**config.mk**
```make
export PLATFORM = sky130hd
export DESIGN_NAME = hsc_i2c_target
export DESIGN_NICKNAME = d
export VERILOG_FILES = /design/src/rtl/hsc_pkg.sv /design/src/rtl/hsc_byte_buf.sv /design/src/rtl/hsc_i2c_target.sv
export SDC_FILE = /design/constraint.sdc
export NUM_CORES = 1
export LEC_CHECK = 0
export BUFFER_PORTS_ARGS = -buffer_cell sky130_fd_sc_hd__buf_2
export CORE_ASPECT_RATIO = 1.4
export CORE_MARGIN = 2
export CORE_UTILIZATION = 65
export DETAILED_ROUTE_END_ITERATION = 8
export PLACE_DENSITY = 0.9
export SYNTH_ARGS = -nofsm -noshare
export SYNTH_HDL_FRONTEND = slang
export SYNTH_HIERARCHICAL = 1
export SYNTH_SLANG_ARGS = --single-unit
```
**constraint.sdc**
```tcl
create_clock -name clk -period 3.6 [get_ports clk]
set_input_delay 1.08 -clock clk [delete_from_list [all_inputs] [get_ports clk]]
set_output_delay 1.08 -clock clk [all_outputs]
set_load 0.01 [all_outputs]
```
**src/rtl/hsc_pkg.sv**
```systemverilog
package hsc_pkg;

  // bus identity and command codes
  localparam logic [6:0]  TARGET_ADDR         = 7'h70;
  localparam logic [15:0] CMD_MEAS_STR_TEMP   = 16'h7CA2;
  localparam logic [15:0] CMD_MEAS_STR_HUM    = 16'h5C24;
  localparam logic [15:0] CMD_MEAS_FREE_TEMP  = 16'h7866;
  localparam logic [15:0] CMD_MEAS_FREE_HUM   = 16'h58E0;
  localparam logic [15:0] CMD_SOFT_RESET      = 16'h805D;
  localparam logic [15:0] CMD_READ_ID         = 16'hEFC8;

  // checksum
  localparam logic [7:0]  CRC_POLY            = 8'h31;
  localparam logic [7:0]  CRC_INIT            = 8'hFF;
  localparam logic [7:0]  CRC_FINAL_XOR       = 8'h00;

  // identity word layout: product code in the low bits
  localparam int          ID_CODE_LSB         = 0;
  localparam int          ID_CODE_W           = 6;
  localparam int          ID_FREE_LSB         = 6;
  localparam int          ID_FREE_W           = 10;

  // read sequences: byte, byte, crc (, byte, byte, crc)
  localparam logic [2:0]  LEN_MEAS            = 3'h6;
  localparam logic [2:0]  LEN_ID              = 3'h3;
  localparam logic [3:0]  BYTE_BITS           = 4'h8;

  // timing
  localparam real         CLK_PERIOD_NS       = 25.0;
  localparam real         MEAS_MAX_MS         = 14.4;
  localparam real         SOFT_RESET_MAX_US   = 230.0;
  localparam real         POWER_UP_MAX_US     = 239.0;
  localparam real         SDA_SETUP_NS        = 100.0;
  localparam int          MEAS_CYCLES  = int'($floor(MEAS_MAX_MS * 1.0e6 / CLK_PERIOD_NS));
  localparam int          SRST_CYCLES  = int'($floor(SOFT_RESET_MAX_US * 1.0e3 / CLK_PERIOD_NS));
  localparam int          PWRUP_CYCLES = int'($floor(POWER_UP_MAX_US * 1.0e3 / CLK_PERIOD_NS));
  localparam int          SETUP_CYCLES = int'($ceil(SDA_SETUP_NS / CLK_PERIOD_NS));
  localparam int          CNT_W               = 20;

  typedef enum logic [2:0] {
    BUS_IDLE = 3'h0,
    BUS_RX   = 3'h1,
    BUS_ACK  = 3'h3,
    BUS_TXLD = 3'h2,
    BUS_TX   = 3'h6,
    BUS_MACK = 3'h7
  } hsc_bus_e;

  typedef enum logic [1:0] {
    MODE_PWRUP = 2'h0,
    MODE_IDLE  = 2'h1,
    MODE_MEAS  = 2'h3,
    MODE_SRST  = 2'h2
  } hsc_mode_e;

endpackage

```
**src/rtl/hsc_byte_buf.sv**
```systemverilog
`timescale 1ns/1ps
`default_nettype none
module hsc_byte_buf #(
  parameter int WIDTH = 8,
  parameter int DEPTH = 2
) (
  input  wire logic             clk,
  input  wire logic             rst,
  input  wire logic             flush,
  input  wire logic             inValid,
  output logic                  inReady,
  input  wire logic [WIDTH-1:0] inData,
  output logic                  outValid,
  input  wire logic             outReady,
  output logic      [WIDTH-1:0] outData
);

  localparam int PW = (DEPTH > 1) ? $clog2(DEPTH) : 1;
  localparam int CW = $clog2(DEPTH + 1);

  typedef struct packed {
    logic [DEPTH-1:0][WIDTH-1:0] mem;
    logic [PW-1:0]               wr;
    logic [PW-1:0]               rd;
    logic [CW-1:0]               cnt;
  } hsc_buf_s;

  hsc_buf_s q;
  hsc_buf_s n;
  logic     push;
  logic     pop;

  function automatic logic [PW-1:0] nextPtr(input logic [PW-1:0] p);
    nextPtr = (p == PW'(DEPTH - 1)) ? '0 : PW'(p + 1'b1);
  endfunction

  assign inReady  = (q.cnt != CW'(DEPTH));
  assign outValid = (q.cnt != '0);
  assign outData  = q.mem[q.rd];
  assign push     = inValid && inReady;
  assign pop      = outValid && outReady;

  always_comb begin
    n = q;
    if (flush) begin
      n.wr  = '0;
      n.rd  = '0;
      n.cnt = '0;
    end else begin
      if (push) begin
        n.mem[q.wr] = inData;
        n.wr        = nextPtr(q.wr);
      end
      if (pop) begin
        n.rd = nextPtr(q.rd);
      end
      if (push && !pop) begin
        n.cnt = CW'(q.cnt + 1'b1);
      end else if (pop && !push) begin
        n.cnt = CW'(q.cnt - 1'b1);
      end
    end
  end

  always_ff @(posedge clk) begin
    if (rst) begin
      q <= '0;
    end else begin
      q <= n;
    end
  end

endmodule
`default_nettype wire

```
**src/rtl/hsc_i2c_target.sv**
```systemverilog
// Overview of operation
// - answer only target address 0x70
// - commands are 16 bits, high byte first
// - start opens; stop optional, restart accepted
// - after power-up delay, enter idle
// - fall back to low-energy idle unprompted
// - stretching: 0x7CA2 temp first, 0x5C24 hum
// - no stretching: 0x7866 temp, 0x58E0 hum
// - every measurement command measures both quantities
// - ack by SDA low in ninth clock
// - measurement starts at second command byte ack
// - free-running measurement: nack every header
// - stretching measurement: ack read, hold SCL
// - results: word, crc, word, crc, msb first
// - first word follows the command's order choice
// - next byte only after master ack
// - soft reset 0x805D only idle; clears flags, reloads cal
// - id command, then read gives id, crc
// - id bits 5:0 product code, rest free
// - crc-8 poly 0x31, init 0xFF, plain
// - crc covers the two preceding bytes
// - results are 16-bit compensated unsigned words
// - measurement completes within 14.4 ms
// - soft reset back to idle within 230 us
`timescale 1ns/1ps
`default_nettype none
module hsc_i2c_target #(
  parameter int              MEAS_CYCLES  = hsc_pkg::MEAS_CYCLES,
  parameter int              SRST_CYCLES  = hsc_pkg::SRST_CYCLES,
  parameter int              PWRUP_CYCLES = hsc_pkg::PWRUP_CYCLES,
  // value is arbitrary
  parameter logic [5:0]      PRODUCT_CODE = 6'h2A,
  parameter logic [9:0]      ID_FREE_BITS = 10'h155
) (
  input  wire logic        clk,
  input  wire logic        rst,
  input  wire logic        sclIn,
  output logic             sclOut,
  output logic             sclOe,
  input  wire logic        sdaIn,
  output logic             sdaOut,
  output logic             sdaOe,
  input  wire logic [15:0] rawHumidityWord,
  input  wire logic [15:0] rawTemperatureWord,
  output logic             measStart,
  output logic             measBusy,
  output logic             calReload,
  output logic             lowPowerIdle
);

  localparam int CW = hsc_pkg::CNT_W;

  typedef struct packed {
    logic [2:0]       sclS;
    logic [2:0]       sdaS;
    hsc_pkg::hsc_bus_e  bus;
    hsc_pkg::hsc_mode_e mode;
    logic [CW-1:0]    cnt;
    logic [3:0]       bitCnt;
    logic [7:0]       shift;
    logic [2:0]       setupCnt;
    logic             hdr;
    logic             rdHdr;
    logic             cmdLo;
    logic             pendReset;
    logic [7:0]       cmdHi;
    logic             stretch;
    logic             humFirst;
    logic             resValid;
    logic             idPend;
    logic [15:0]      word0;
    logic [15:0]      word1;
    logic [2:0]       prodIdx;
    logic [2:0]       prodLen;
    logic             flush;
    logic             sdaOe;
    logic             sclOe;
    logic             measStart;
    logic             calReload;
    logic             lowPower;
    logic             measBusy;
  } hsc_top_s;

  hsc_top_s   q;
  hsc_top_s   n;
  logic       sclHigh;
  logic       sclRise;
  logic       sclFall;
  logic       startEv;
  logic       stopEv;
  logic       sdaNow;
  logic       bufInValid;
  logic       bufInReady;
  logic [7:0] bufInData;
  logic       bufOutValid;
  logic       bufOutReady;
  logic [7:0] bufOutData;
  logic       txPhase;

  // msb-first crc over one word
  function automatic logic [7:0] crc8(input logic [15:0] w);
    logic [7:0] c;
    c = hsc_pkg::CRC_INIT;
    for (int i = 15; i >= 0; i--) begin
      if (c[7] ^ w[i]) begin
        c = {c[6:0], 1'b0} ^ hsc_pkg::CRC_POLY;
      end else begin
        c = {c[6:0], 1'b0};
      end
    end
    crc8 = c ^ hsc_pkg::CRC_FINAL_XOR;
  endfunction

  function automatic logic [7:0] byteAt(input logic [2:0] idx, input logic [15:0] w0,
                                        input logic [15:0] w1);
    case (idx)
      3'h0:    byteAt = w0[15:8];
      3'h1:    byteAt = w0[7:0];
      3'h2:    byteAt = crc8(w0);
      3'h3:    byteAt = w1[15:8];
      3'h4:    byteAt = w1[7:0];
      3'h5:    byteAt = crc8(w1);
      default: byteAt = 8'h00;
    endcase
  endfunction

  // only the second and third stages are looked at
  assign sclHigh = q.sclS[1] & q.sclS[2];
  assign sclRise = q.sclS[1] & ~q.sclS[2];
  assign sclFall = ~q.sclS[1] & q.sclS[2];
  assign sdaNow  = q.sdaS[1];
  assign startEv = sclHigh & ~q.sdaS[1] & q.sdaS[2];
  assign stopEv  = sclHigh & q.sdaS[1] & ~q.sdaS[2];
  assign txPhase = (q.bus == hsc_pkg::BUS_TXLD) || (q.bus == hsc_pkg::BUS_TX) ||
                   (q.bus == hsc_pkg::BUS_MACK);

  // bytes are only produced once results exist, so a stretched read waits here
  assign bufInValid  = txPhase && (q.prodIdx < q.prodLen) &&
                       (q.mode != hsc_pkg::MODE_MEAS) && !q.flush;
  assign bufInData   = byteAt(q.prodIdx, q.word0, q.word1);
  assign bufOutReady = (q.bus == hsc_pkg::BUS_TXLD);

  hsc_byte_buf #(
    .WIDTH (8),
    .DEPTH (2)
  ) txBuf (
    .clk      (clk),
    .rst      (rst),
    .flush    (q.flush),
    .inValid  (bufInValid),
    .inReady  (bufInReady),
    .inData   (bufInData),
    .outValid (bufOutValid),
    .outReady (bufOutReady),
    .outData  (bufOutData)
  );

  always_comb begin
    n           = q;
    n.sclS      = {q.sclS[1:0], sclIn};
    n.sdaS      = {q.sdaS[1:0], sdaIn};
    n.measStart = 1'b0;
    n.calReload = 1'b0;
    n.flush     = 1'b0;
    n.lowPower  = (q.mode == hsc_pkg::MODE_IDLE) && (q.bus == hsc_pkg::BUS_IDLE);

    case (q.mode)
      hsc_pkg::MODE_PWRUP: begin
        if (q.cnt >= CW'(PWRUP_CYCLES - 1)) begin
          n.mode = hsc_pkg::MODE_IDLE;
          n.cnt  = '0;
        end else begin
          n.cnt = CW'(q.cnt + 1'b1);
        end
      end
      hsc_pkg::MODE_MEAS: begin
        if (q.cnt >= CW'(MEAS_CYCLES - 1)) begin
          n.mode     = hsc_pkg::MODE_IDLE;
          n.cnt      = '0;
          n.resValid = 1'b1;
          // both quantities are always captured, order set by the command
          // converter words pass through untouched, already compensated
          n.word0    = q.humFirst ? rawHumidityWord : rawTemperatureWord;
          n.word1    = q.humFirst ? rawTemperatureWord : rawHumidityWord;
        end else begin
          n.cnt = CW'(q.cnt + 1'b1);
        end
      end
      hsc_pkg::MODE_SRST: begin
        if (q.cnt >= CW'(SRST_CYCLES - 1)) begin
          n.mode = hsc_pkg::MODE_IDLE;
          n.cnt  = '0;
        end else begin
          n.cnt = CW'(q.cnt + 1'b1);
        end
      end
      default: begin
        n.cnt = '0;
      end
    endcase

    if (q.mode == hsc_pkg::MODE_PWRUP || q.mode == hsc_pkg::MODE_SRST) begin
      n.bus   = hsc_pkg::BUS_IDLE;
      n.sdaOe = 1'b0;
      n.sclOe = 1'b0;
    end else if (startEv) begin
      n.bus     = hsc_pkg::BUS_RX;
      n.bitCnt  = '0;
      n.hdr     = 1'b1;
      n.cmdLo   = 1'b0;
      n.sdaOe   = 1'b0;
      n.sclOe   = 1'b0;
      n.flush   = 1'b1;
      n.prodIdx = '0;
      n.prodLen = '0;
    end else if (stopEv) begin
      n.bus     = hsc_pkg::BUS_IDLE;
      n.sdaOe   = 1'b0;
      n.sclOe   = 1'b0;
      n.flush   = 1'b1;
      n.prodLen = '0;
    end else begin
      case (q.bus)
        hsc_pkg::BUS_RX: begin
          if (sclRise) begin
            n.shift  = {q.shift[6:0], sdaNow};
            n.bitCnt = 4'(q.bitCnt + 1'b1);
          end else if (sclFall && q.bitCnt == hsc_pkg::BYTE_BITS) begin
            n.bus = hsc_pkg::BUS_IDLE;
            if (q.hdr) begin
              if (q.shift[7:1] == hsc_pkg::TARGET_ADDR) begin
                n.rdHdr = q.shift[0];
                if (q.shift[0]) begin
                  if ((q.mode == hsc_pkg::MODE_MEAS && q.stretch) ||
                      (q.mode == hsc_pkg::MODE_IDLE && (q.resValid || q.idPend))) begin
                    n.bus = hsc_pkg::BUS_ACK;
                  end
                end else if (q.mode == hsc_pkg::MODE_IDLE) begin
                  n.bus = hsc_pkg::BUS_ACK;
                end
              end
            end else if (!q.cmdLo) begin
              n.cmdHi = q.shift;
              n.bus   = hsc_pkg::BUS_ACK;
            end else begin
              n.bus = hsc_pkg::BUS_ACK;
              case ({q.cmdHi, q.shift})
                hsc_pkg::CMD_MEAS_STR_TEMP, hsc_pkg::CMD_MEAS_STR_HUM,
                hsc_pkg::CMD_MEAS_FREE_TEMP, hsc_pkg::CMD_MEAS_FREE_HUM: begin
                  n.mode      = hsc_pkg::MODE_MEAS;
                  n.cnt       = '0;
                  n.measStart = 1'b1;
                  n.stretch   = ({q.cmdHi, q.shift} == hsc_pkg::CMD_MEAS_STR_TEMP) ||
                                ({q.cmdHi, q.shift} == hsc_pkg::CMD_MEAS_STR_HUM);
                  n.humFirst  = ({q.cmdHi, q.shift} == hsc_pkg::CMD_MEAS_STR_HUM) ||
                                ({q.cmdHi, q.shift} == hsc_pkg::CMD_MEAS_FREE_HUM);
                  n.resValid  = 1'b0;
                  n.idPend    = 1'b0;
                end
                hsc_pkg::CMD_READ_ID: begin
                  n.idPend   = 1'b1;
                  n.resValid = 1'b0;
                  n.word0    = {ID_FREE_BITS, PRODUCT_CODE};
                end
                hsc_pkg::CMD_SOFT_RESET: begin
                  n.pendReset = 1'b1;
                end
                default: begin
                  n.bus = hsc_pkg::BUS_IDLE;
                end
              endcase
            end
            n.sdaOe = (n.bus == hsc_pkg::BUS_ACK);
          end
        end
        hsc_pkg::BUS_ACK: begin
          if (sclFall) begin
            n.sdaOe  = 1'b0;
            n.bitCnt = '0;
            if (q.hdr && q.rdHdr) begin
              n.bus     = hsc_pkg::BUS_TXLD;
              n.hdr     = 1'b0;
              n.prodIdx = '0;
              n.prodLen = q.idPend ? hsc_pkg::LEN_ID : hsc_pkg::LEN_MEAS;
            end else if (q.pendReset) begin
              // bus machine returns to idle, mode enters the soft-reset wait, flags clear and calibration reloads
              n.mode      = hsc_pkg::MODE_SRST;
              n.cnt       = '0;
              n.calReload = 1'b1;
              n.bus       = hsc_pkg::BUS_IDLE;
              n.pendReset = 1'b0;
              n.resValid  = 1'b0;
              n.idPend    = 1'b0;
              n.stretch   = 1'b0;
              n.humFirst  = 1'b0;
            end else if (q.hdr) begin
              n.bus   = hsc_pkg::BUS_RX;
              n.hdr   = 1'b0;
              n.cmdLo = 1'b0;
            end else if (!q.cmdLo) begin
              n.bus   = hsc_pkg::BUS_RX;
              n.cmdLo = 1'b1;
            end else begin
              n.bus = hsc_pkg::BUS_IDLE;
            end
          end
        end
        hsc_pkg::BUS_TXLD: begin
          if (bufOutValid) begin
            n.shift    = bufOutData;
            n.sdaOe    = ~bufOutData[7];
            n.bitCnt   = 4'h1;
            n.setupCnt = 3'(hsc_pkg::SETUP_CYCLES);
            n.bus      = hsc_pkg::BUS_TX;
          end else if (q.prodIdx == q.prodLen) begin
            n.sclOe = 1'b0;
            n.bus   = hsc_pkg::BUS_IDLE;
          end else begin
            // no byte yet: hold the clock low until one arrives
            n.sclOe = 1'b1;
          end
        end
        hsc_pkg::BUS_TX: begin
          // sda settles before scl is let go after a stretch
          if (q.setupCnt != '0) begin
            n.setupCnt = 3'(q.setupCnt - 1'b1);
          end else begin
            n.sclOe = 1'b0;
          end
          if (sclFall) begin
            if (q.bitCnt == hsc_pkg::BYTE_BITS) begin
              n.sdaOe = 1'b0;
              n.bus   = hsc_pkg::BUS_MACK;
            end else begin
              n.sdaOe  = ~q.shift[6];
              n.shift  = {q.shift[6:0], 1'b0};
              n.bitCnt = 4'(q.bitCnt + 1'b1);
            end
          end
        end
        hsc_pkg::BUS_MACK: begin
          if (sclRise && sdaNow) begin
            n.bus     = hsc_pkg::BUS_IDLE;
            n.flush   = 1'b1;
            n.prodLen = '0;
          end else if (sclFall) begin
            n.bus = hsc_pkg::BUS_TXLD;
          end
        end
        default: begin
          n.sdaOe = 1'b0;
          n.sclOe = 1'b0;
        end
      endcase
    end

    if (bufInValid && bufInReady) begin
      n.prodIdx = 3'(q.prodIdx + 1'b1);
    end
    n.measBusy = (n.mode == hsc_pkg::MODE_MEAS);
  end

  always_ff @(posedge clk) begin
    if (rst) begin
      q <= '0;
    end else begin
      q <= n;
    end
  end

  // open-drain pins only ever pull low
  assign sclOut       = 1'b0;
  assign sdaOut       = 1'b0;
  assign sclOe        = q.sclOe;
  assign sdaOe        = q.sdaOe;
  assign measStart    = q.measStart;
  assign calReload    = q.calReload;
  assign lowPowerIdle = q.lowPower;
  assign measBusy     = q.measBusy;

endmodule
`default_nettype wire

```
After elaboration in Yosys (flattened, before gate mapping)
Cells that the tools add are included.
{"block": "classes", "addsub": 8, "n_lt_le_gt_ge": 7, "n_eq_ne": 66, "mux": 194, "bitwise_logic": 86, "reduce_logical": 68}
{"op": "two-way mux 8 bit", "count": 35}
{"op": "two-way mux 6 bit", "count": 35}
{"op": "two-way mux 29 bit", "count": 5}
{"op": "two-way mux 69 bit", "count": 2}
{"op": "two-way mux 22 bit", "count": 6}
{"op": "NOT 3 bit", "count": 30}
{"op": "two-way mux 20 bit", "count": 4}
{"op": "two-way mux 3 bit", "count": 23}
{"op": "== test 16 x 15 -> 1 bit (second input constant)", "count": 4}
{"op": "two-way mux 16 bit", "count": 4}
{"op": "two-way mux 32 bit", "count": 2}
{"op": "one-hot mux 20 bit (3 select lines)", "count": 1}
{"op": "two-way mux 25 bit", "count": 2}
{"op": "one-hot mux 8 bit (6 select lines)", "count": 1}
{"op": "AND reduction 8 bit", "count": 6}
{"op": "one-hot mux 22 bit (2 select lines)", "count": 1}
{"op": "greater-or-equal comparator 20 x 14 -> 1 bit (second input constant)", "count": 2}
{"op": "two-way mux 1 bit", "count": 36}
{"op": "two-way mux 12 bit", "count": 3}
{"op": "== test 16 bit (second input constant)", "count": 2}
{"op": "!= test 2 bit (second input constant)", "count": 16}
{"op": "XOR 1 bit", "count": 30}
{"op": "two-way mux 2 bit", "count": 12}
{"op": "one-hot mux 8 bit (3 select lines)", "count": 1}
{"op": "other kinds (66)", "count": 166}
{"block": "word_totals", "register_bits": 127, "in_bits": 36, "elab_cells": 463}

Longest topological paths before layout
Gate-level depths: netlist of run 1.
{"block": "logic_depth", "ltp_word": 48, "depth_mapped": 12, "depth_no_buf": 11}

By module
Netlist of run 1, hierarchy kept.
{"module": "hsc_i2c_target", "n_inst": 1, "cells_each": 786, "area_each_um2": 6493.7}
{"module": "hsc_byte_buf", "n_inst": 1, "cells_each": 95, "area_each_um2": 992.2}

Worst setup path before layout of run 1
No wires, ideal clock.
{"block": "synth_timing", "path_type": "flip-flop to flip-flop", "from": "register q[12] (netlist name)", "to": "register txBuf/q[4] (netlist bit)", "setup_ns": 0.135, "arrival_time_ns": 2.284, "t_required_ns": 3.465, "path_slack_ns": 1.181, "stages_incl_launch_ff": 11, "path_buffers": 3, "synth_period_minus_slack_ns": 2.419, "cell_sequence": "dfxtp_1 -> clkbuf_1 -> clkbuf_1 -> inv_1 -> ha_1 -> buf_1 -> a222oi_1 -> a21oi_1 -> or2_2 -> nand2b_1 -> mux2i_1"}
{"item": "end signal, assigned", "line_no": "hsc_byte_buf.sv:69", "text": "q <= n;"}
{"item": "end, declared", "line_no": "hsc_byte_buf.sv:28", "text": "hsc_buf_s q;"}

==> results of run 1 <==
metal layers:
metal / routed length (um) / global-route usage / up-vias
met4: 971 / 0.1901 / 0
met1: 7345 / 0.3481 / 3198
li1: - / - / 3160
met5: 0 / 0 / -
met2: 9820 / 0.5745 / 288
met3: 1129 / 0.06709 / 82
critical path: stages, from the launching register on:
cell     delay (ps)
dfxtp_1         370
ha_1            260
and4_1          320
a211o_1         150
nand2_1          50
a31oi_1         260
and2b_2         600
buf_4           280
mux2i_1         210
a21oi_1          80
report_power, final:
group          total, mW  internal [mW]  switching, mW
Combinational     0.0813         0.0346         0.0467
Clock               1.74           1.05          0.686
Sequential          1.42           1.41        0.00639
sequential cells by signal (all words and copies together), names as in the netlist:
register,count
calReload,1
lowPowerIdle,1
measBusy,1
measStart,1
n,4
q,97
sclOe,1
sdaOe,1
txBuf/q,20
cells in the final DEF (no fill, tap or decap), types with 6 or more instances in the layout:
master	count
mux2i_1	52
nand3_1	19
nor3_1	14
nand2_1	76
and3_1	7
nor2_1	105
a32oi_1	6
clkbuf_16	17
buf_4	11
a31oi_1	11
a211oi_1	27
xnor2_1	52
a21oi_1	58
mux2_2	22
nand4_1	13
xor2_1	29
a311oi_1	9
ha_1	14
inv_1	20
buf_2	41
or2_2	8
nor2b_1	20
nand2b_1	31
dfxtp_1	126
o21ai_0	18
area by class of cell:
class | count | area (sq um) | share of cell area
Sequential cell | 127 | 2544 | 0.3048
Timing Repair Buffer | 52 | 287.8 | 0.03449
Clock inverter | 14 | 157.7 | 0.01889
Multi-Input combinational cell | 684 | 4657 | 0.5581
Tap cell | 144 | 180.2 | 0.02159
Clock buffer | 18 | 439.2 | 0.05263
Inverter | 21 | 78.83 | 0.009447
cells by family (layout without fill, tap and decap cells):
group                      count (synthesis)  count (layout)  synth area share
other                                      1               2         0.0005009
buffers and inverters                     71             105           0.03894
xor gates and xnor gates                  87              87            0.1123
DFF                                      127             127            0.3396
adders and majority gates                 14              14           0.02340
and+or+nand+nor                          330             330            0.2231
AOI/OAI and AO/OA                        177             177            0.1595
muxes                                     74              74            0.1026
worst paths after layout:
path	start	to	slack [ps]	cells after the start
max reg2reg	q[76]	q[30]	840	9
min	n[102]	n[103]	440	1
min reg2reg	n[102]	n[103]	440	1
max	q[76]	q[30]	840	9
metrics by stage:
stage	setup slack (ps)	power [mW]
2_1_floorplan	1181	1.495
5_1_grt	613.8	3.311
3_5_place_dp	893.9	1.529
4_1_cts	874.5	3.242
3_3_place_gp	1003	1.527
6_report	837.2	3.235
==> impl_metrics.ini, run 1 <==
[run_status]
status = complete, no violations

[detailed_routing]
drtAntennaViolNets = 0
drt_iter0_markers = 540
wirelength_mm = 19.27
drc_errors = 0
wl_per_cell_um = 18.18
vias = 6728
dr.pass1.iters = 5
via_per_inst = 6.347

[finish]
fin_util = 0.7397
fin_cells = 1060
num-fill-cells = 832
stdcell_area_sq_um = 8344
fin_nets = 953
drive_gt1_frac = 0.1441
area_delta_synth_final_pct = 11.47
antenna_cells = 0

[floorplanning]
rows = 46
die_w_um = 94.70
core-area_sq_um = 11280
dieArea_sq_um = 12400
die_h_um = 131.0
start_util = 0.6636
ioPinCount = 44

[timing]
fmax_mhz = 361.9
setup_violations = 0
min_period_ps = 2763
slew_headroom = 0.3948
tightest_slew_ps = 907.8
maxSlewViolCount = 0
hold_viol = 0
hold_slack_ps = 441.2
rsz0062_at_grt = false
tns_ps = 0
fin_crit_sh = 0.7675
fin_skew_ps = 7.625

[global_route]
grt_pass1_wl_mm = 31.16
grt_antenna_before_repair = 0
first_global_vias = 6566
grt_overflow = 0
grtUsageTotal = 0.3221
grt_max_degree = 96

[synthesis]
synth.most_common_cell = dfxtp_1
ys_types = 76
synthTopCellsByArea = dfxtp_1 34%, mux2i_1 7.0%, xnor2_1 6.1%
ys_warn_count = 6
synth_edf_count = 0
avgSynthCellArea_sq_um = 8.497
synth_seq_cells = 127
seq_area_frac_synth = 0.3396
synth_top_area_frac = 0.3396
synthArstFlopShare = 0
synthTopCellsByCount = 127 x dfxtp_1, 105 x nor2_1, 76 x nand2_1, 58 x a21oi_1
synth_area_leader_cell = dfxtp_1
syn_area_sq_um = 7486
synth_top_flop_cell = dfxtp_1
syn-instance-count = 881

[worst_setup_path]
crit_arrival_ps = 3030
endpoint_kind = flip-flop
cp.required_ps = 3860
critPathLaunchType = flip-flop
cp_max_fo = 31
crit_type = reg2reg

[placed_design]
routabilityCongestion = 0.9535
place_area_sq_um = 7747
placedCellCount = 1028
port_buffers = 41
dp_hpwl_mm = 13.16

[pwr]
power.density_nw_per_um2 = 387.7
p_leak_nw = 2.944
ir_worst_vdd_mv = 0.3220

[clock_network]
cts_buffer_depth = 2
clock-sinks = 127
cts_root_buf = clkbuf_16
cts.clk_slew.worst_paths_ps = 60
clock_latency_ps = 420
cts_tree = done
cts_hold_buf = 0
cts_made_buffers = 17
post_cts_resized = 0
cts_max_level = 4
post-cts-setup-buffers = 0

[hold_path]
hp-class = reg2reg

[job]
maxCapViolations = 0
(Power assumes the default switching activity.)
==> run 2: changes to the inputs <==
- CORE_UTILIZATION: 65 -> 62
- PLACE_DENSITY: 0.9 -> 0.87
- clock period: 3.6 -> 2.6 ns (I/O delays scaled with it)
==> run 2 against run 1 <==
Compared with the run above:
- worst setup slack lost 680 ps
- sequential share of layout area shrank 0.71 points
- die area grew 4.7%
- fmax grew 13%
- critical path depth is the same
- largest cell class unchanged
==> impl_metrics.ini, run 2 (synthesis results as in run 1) <==
[finish]
layout_common_cells = 126 x dfxtp_1, 105 x nor2_1, 76 x nand2_1
fin_nets = 977
top_register = q
final_common_cell = dfxtp_1
drive_gt1_frac = 0.1672
fin_util = 0.7227
area_delta_synth_final_pct = 14.11
largest_reg_flops = 97
antenna_cells = 0

[clock_network]
clock-sinks = 127
cts_buffer_depth = 2
post_cts_resized = 0
cts_hold_buf = 0
cts.clk_slew.worst_paths_ps = 60
cts_tree = done
clock_latency_ps = 420
cts_made_buffers = 17
cts_root_buf = clkbuf_16
cts_max_level = 4
post-cts-setup-buffers = 0

[timing]
min_period_ps = 2444
hold_viol = 0
maxSlewViolCount = 0
tightest_slew_ps = 753.6
fin_crit_sh = 0.9400
fmax_mhz = 409.2
tns_ps = 0
rsz0062_at_grt = false
setup_violations = 0
hold_slack_ps = 451.7
slew_headroom = 0.4976
fin_skew_ps = 7.042

[placed_design]
dp_hpwl_mm = 13.34
port_buffers = 41
routabilityCongestion = 0.9775

[detailed_routing]
wl_per_cell_um = 17.68
drc_errors = 0
drt_iter0_markers = 496
vias = 6762
drtAntennaViolNets = 0
via_per_inst = 6.227
dr.pass1.iters = 5
wirelength_mm = 19.20

[hold_path]
whs_endpoint = q[9]
hp-class = reg2reg
whs_path_depth = 2
min_from = q[9]

[worst_setup_path]
endpoint_kind = flip-flop
slowest_delay_ps = 450
cp_slowest_cell = xnor3_2
crit_arrival_ps = 2790
r2r-end = txBuf/q[17]
cp_max_fo = 4
rr_worst_depth = 9
crit_chain = xnor3_2, xnor3_2, xor2_2, xnor2_1, xnor2_1, nand2_1, a21oi_1, nand2b_1, mux2i_1
reg2reg_slack_ps = 160
cp.required_ps = 2950
crit_type = reg2reg
critPathLaunchType = flip-flop
rr_startpoint = q[41]

[global_route]
grt_util_met1 = 0.3340
grtUsageTotal = 0.3041
grt_antenna_before_repair = 0
grt-busiest-layer = met2
grt_overflow = 0
first_global_vias = 6808
grt.met2_usage = 0.5363
grt_util_met3 = 0.06462
grt_pass1_wl_mm = 32.24
grt_max_degree = 96

[floorplanning]
die_w_um = 96.87
dieArea_sq_um = 12980
ioPinCount = 44
rows = 47
core-area_sq_um = 11820
start_util = 0.6333
die_h_um = 134.0

[run_status]
status = complete, no violations

[pwr]
p_leak_nw = 3.061
power.density_nw_per_um2 = 512.1
p_total_mw = 4.374
ir_worst_vdd_mv = 0.3639

[job]
maxCapViolations = 0
[run 2: critical path, delay by kind of cell (launching register included)]
kind	cells	cell delay [ps]
mux	1	120
simple gates	2	160
compound gates	1	180
flops	1	410
xor+xnor	5	1490
[run 2: per-layer routing]
metal | share of wire | up-vias
met1 | 0.38 | 3179
met4 | 0.052 | 0
met5 | 0 | -
li1 | - | 3217
met3 | 0.062 | 85
met2 | 0.51 | 281
[run 2: through the flow]
step,setup WS [ps],cells,cell area [sq um]
after floorplan,180.8,882,7490
after global placement,231.4,1055,7956
after detailed placement,170.4,1055,7956
after CTS,120.8,1086,8528
after global routing,3.249,1086,8542
final,156.0,1086,8542
[run 2: worst max-delay path by stage]
stage	startpoint	endpoint	slack (ps)	depth (start not counted)
2_1_floorplan	q[12]	txBuf/q[4]	180	10
3_3_place_gp	q[24]	txBuf/q[6]	230	9
3_5_place_dp	q[24]	txBuf/q[6]	170	9
4_1_cts	q[24]	txBuf/q[6]	120	9
5_1_grt	q[41]	txBuf/q[16]	3	8
6_report	q[41]	txBuf/q[17]	160	9
[run 2: power by group]
| group | switching [mW] | leakage [nW] | internal (mW) |
|---|---|---|---|
| sequential | 0.00732 | 1.02 | 1.95 |
| combinational | 0.0678 | 1.77 | 0.0516 |
| clock | 0.941 | 0.268 | 1.35 |
| total | 1.02 | 3.06 | 3.36 |
[run 2: layout make-up]
cell class | instances | area (sq um)
clock inverters | 13 | 132.6
multi-input cells | 684 | 4671
fillers | 860 | 3278
clock buffers | 18 | 439.2
repair buffers | 76 | 493.0
well taps | 147 | 183.9
inverters | 21 | 78.83
flip-flops and latches | 127 | 2544
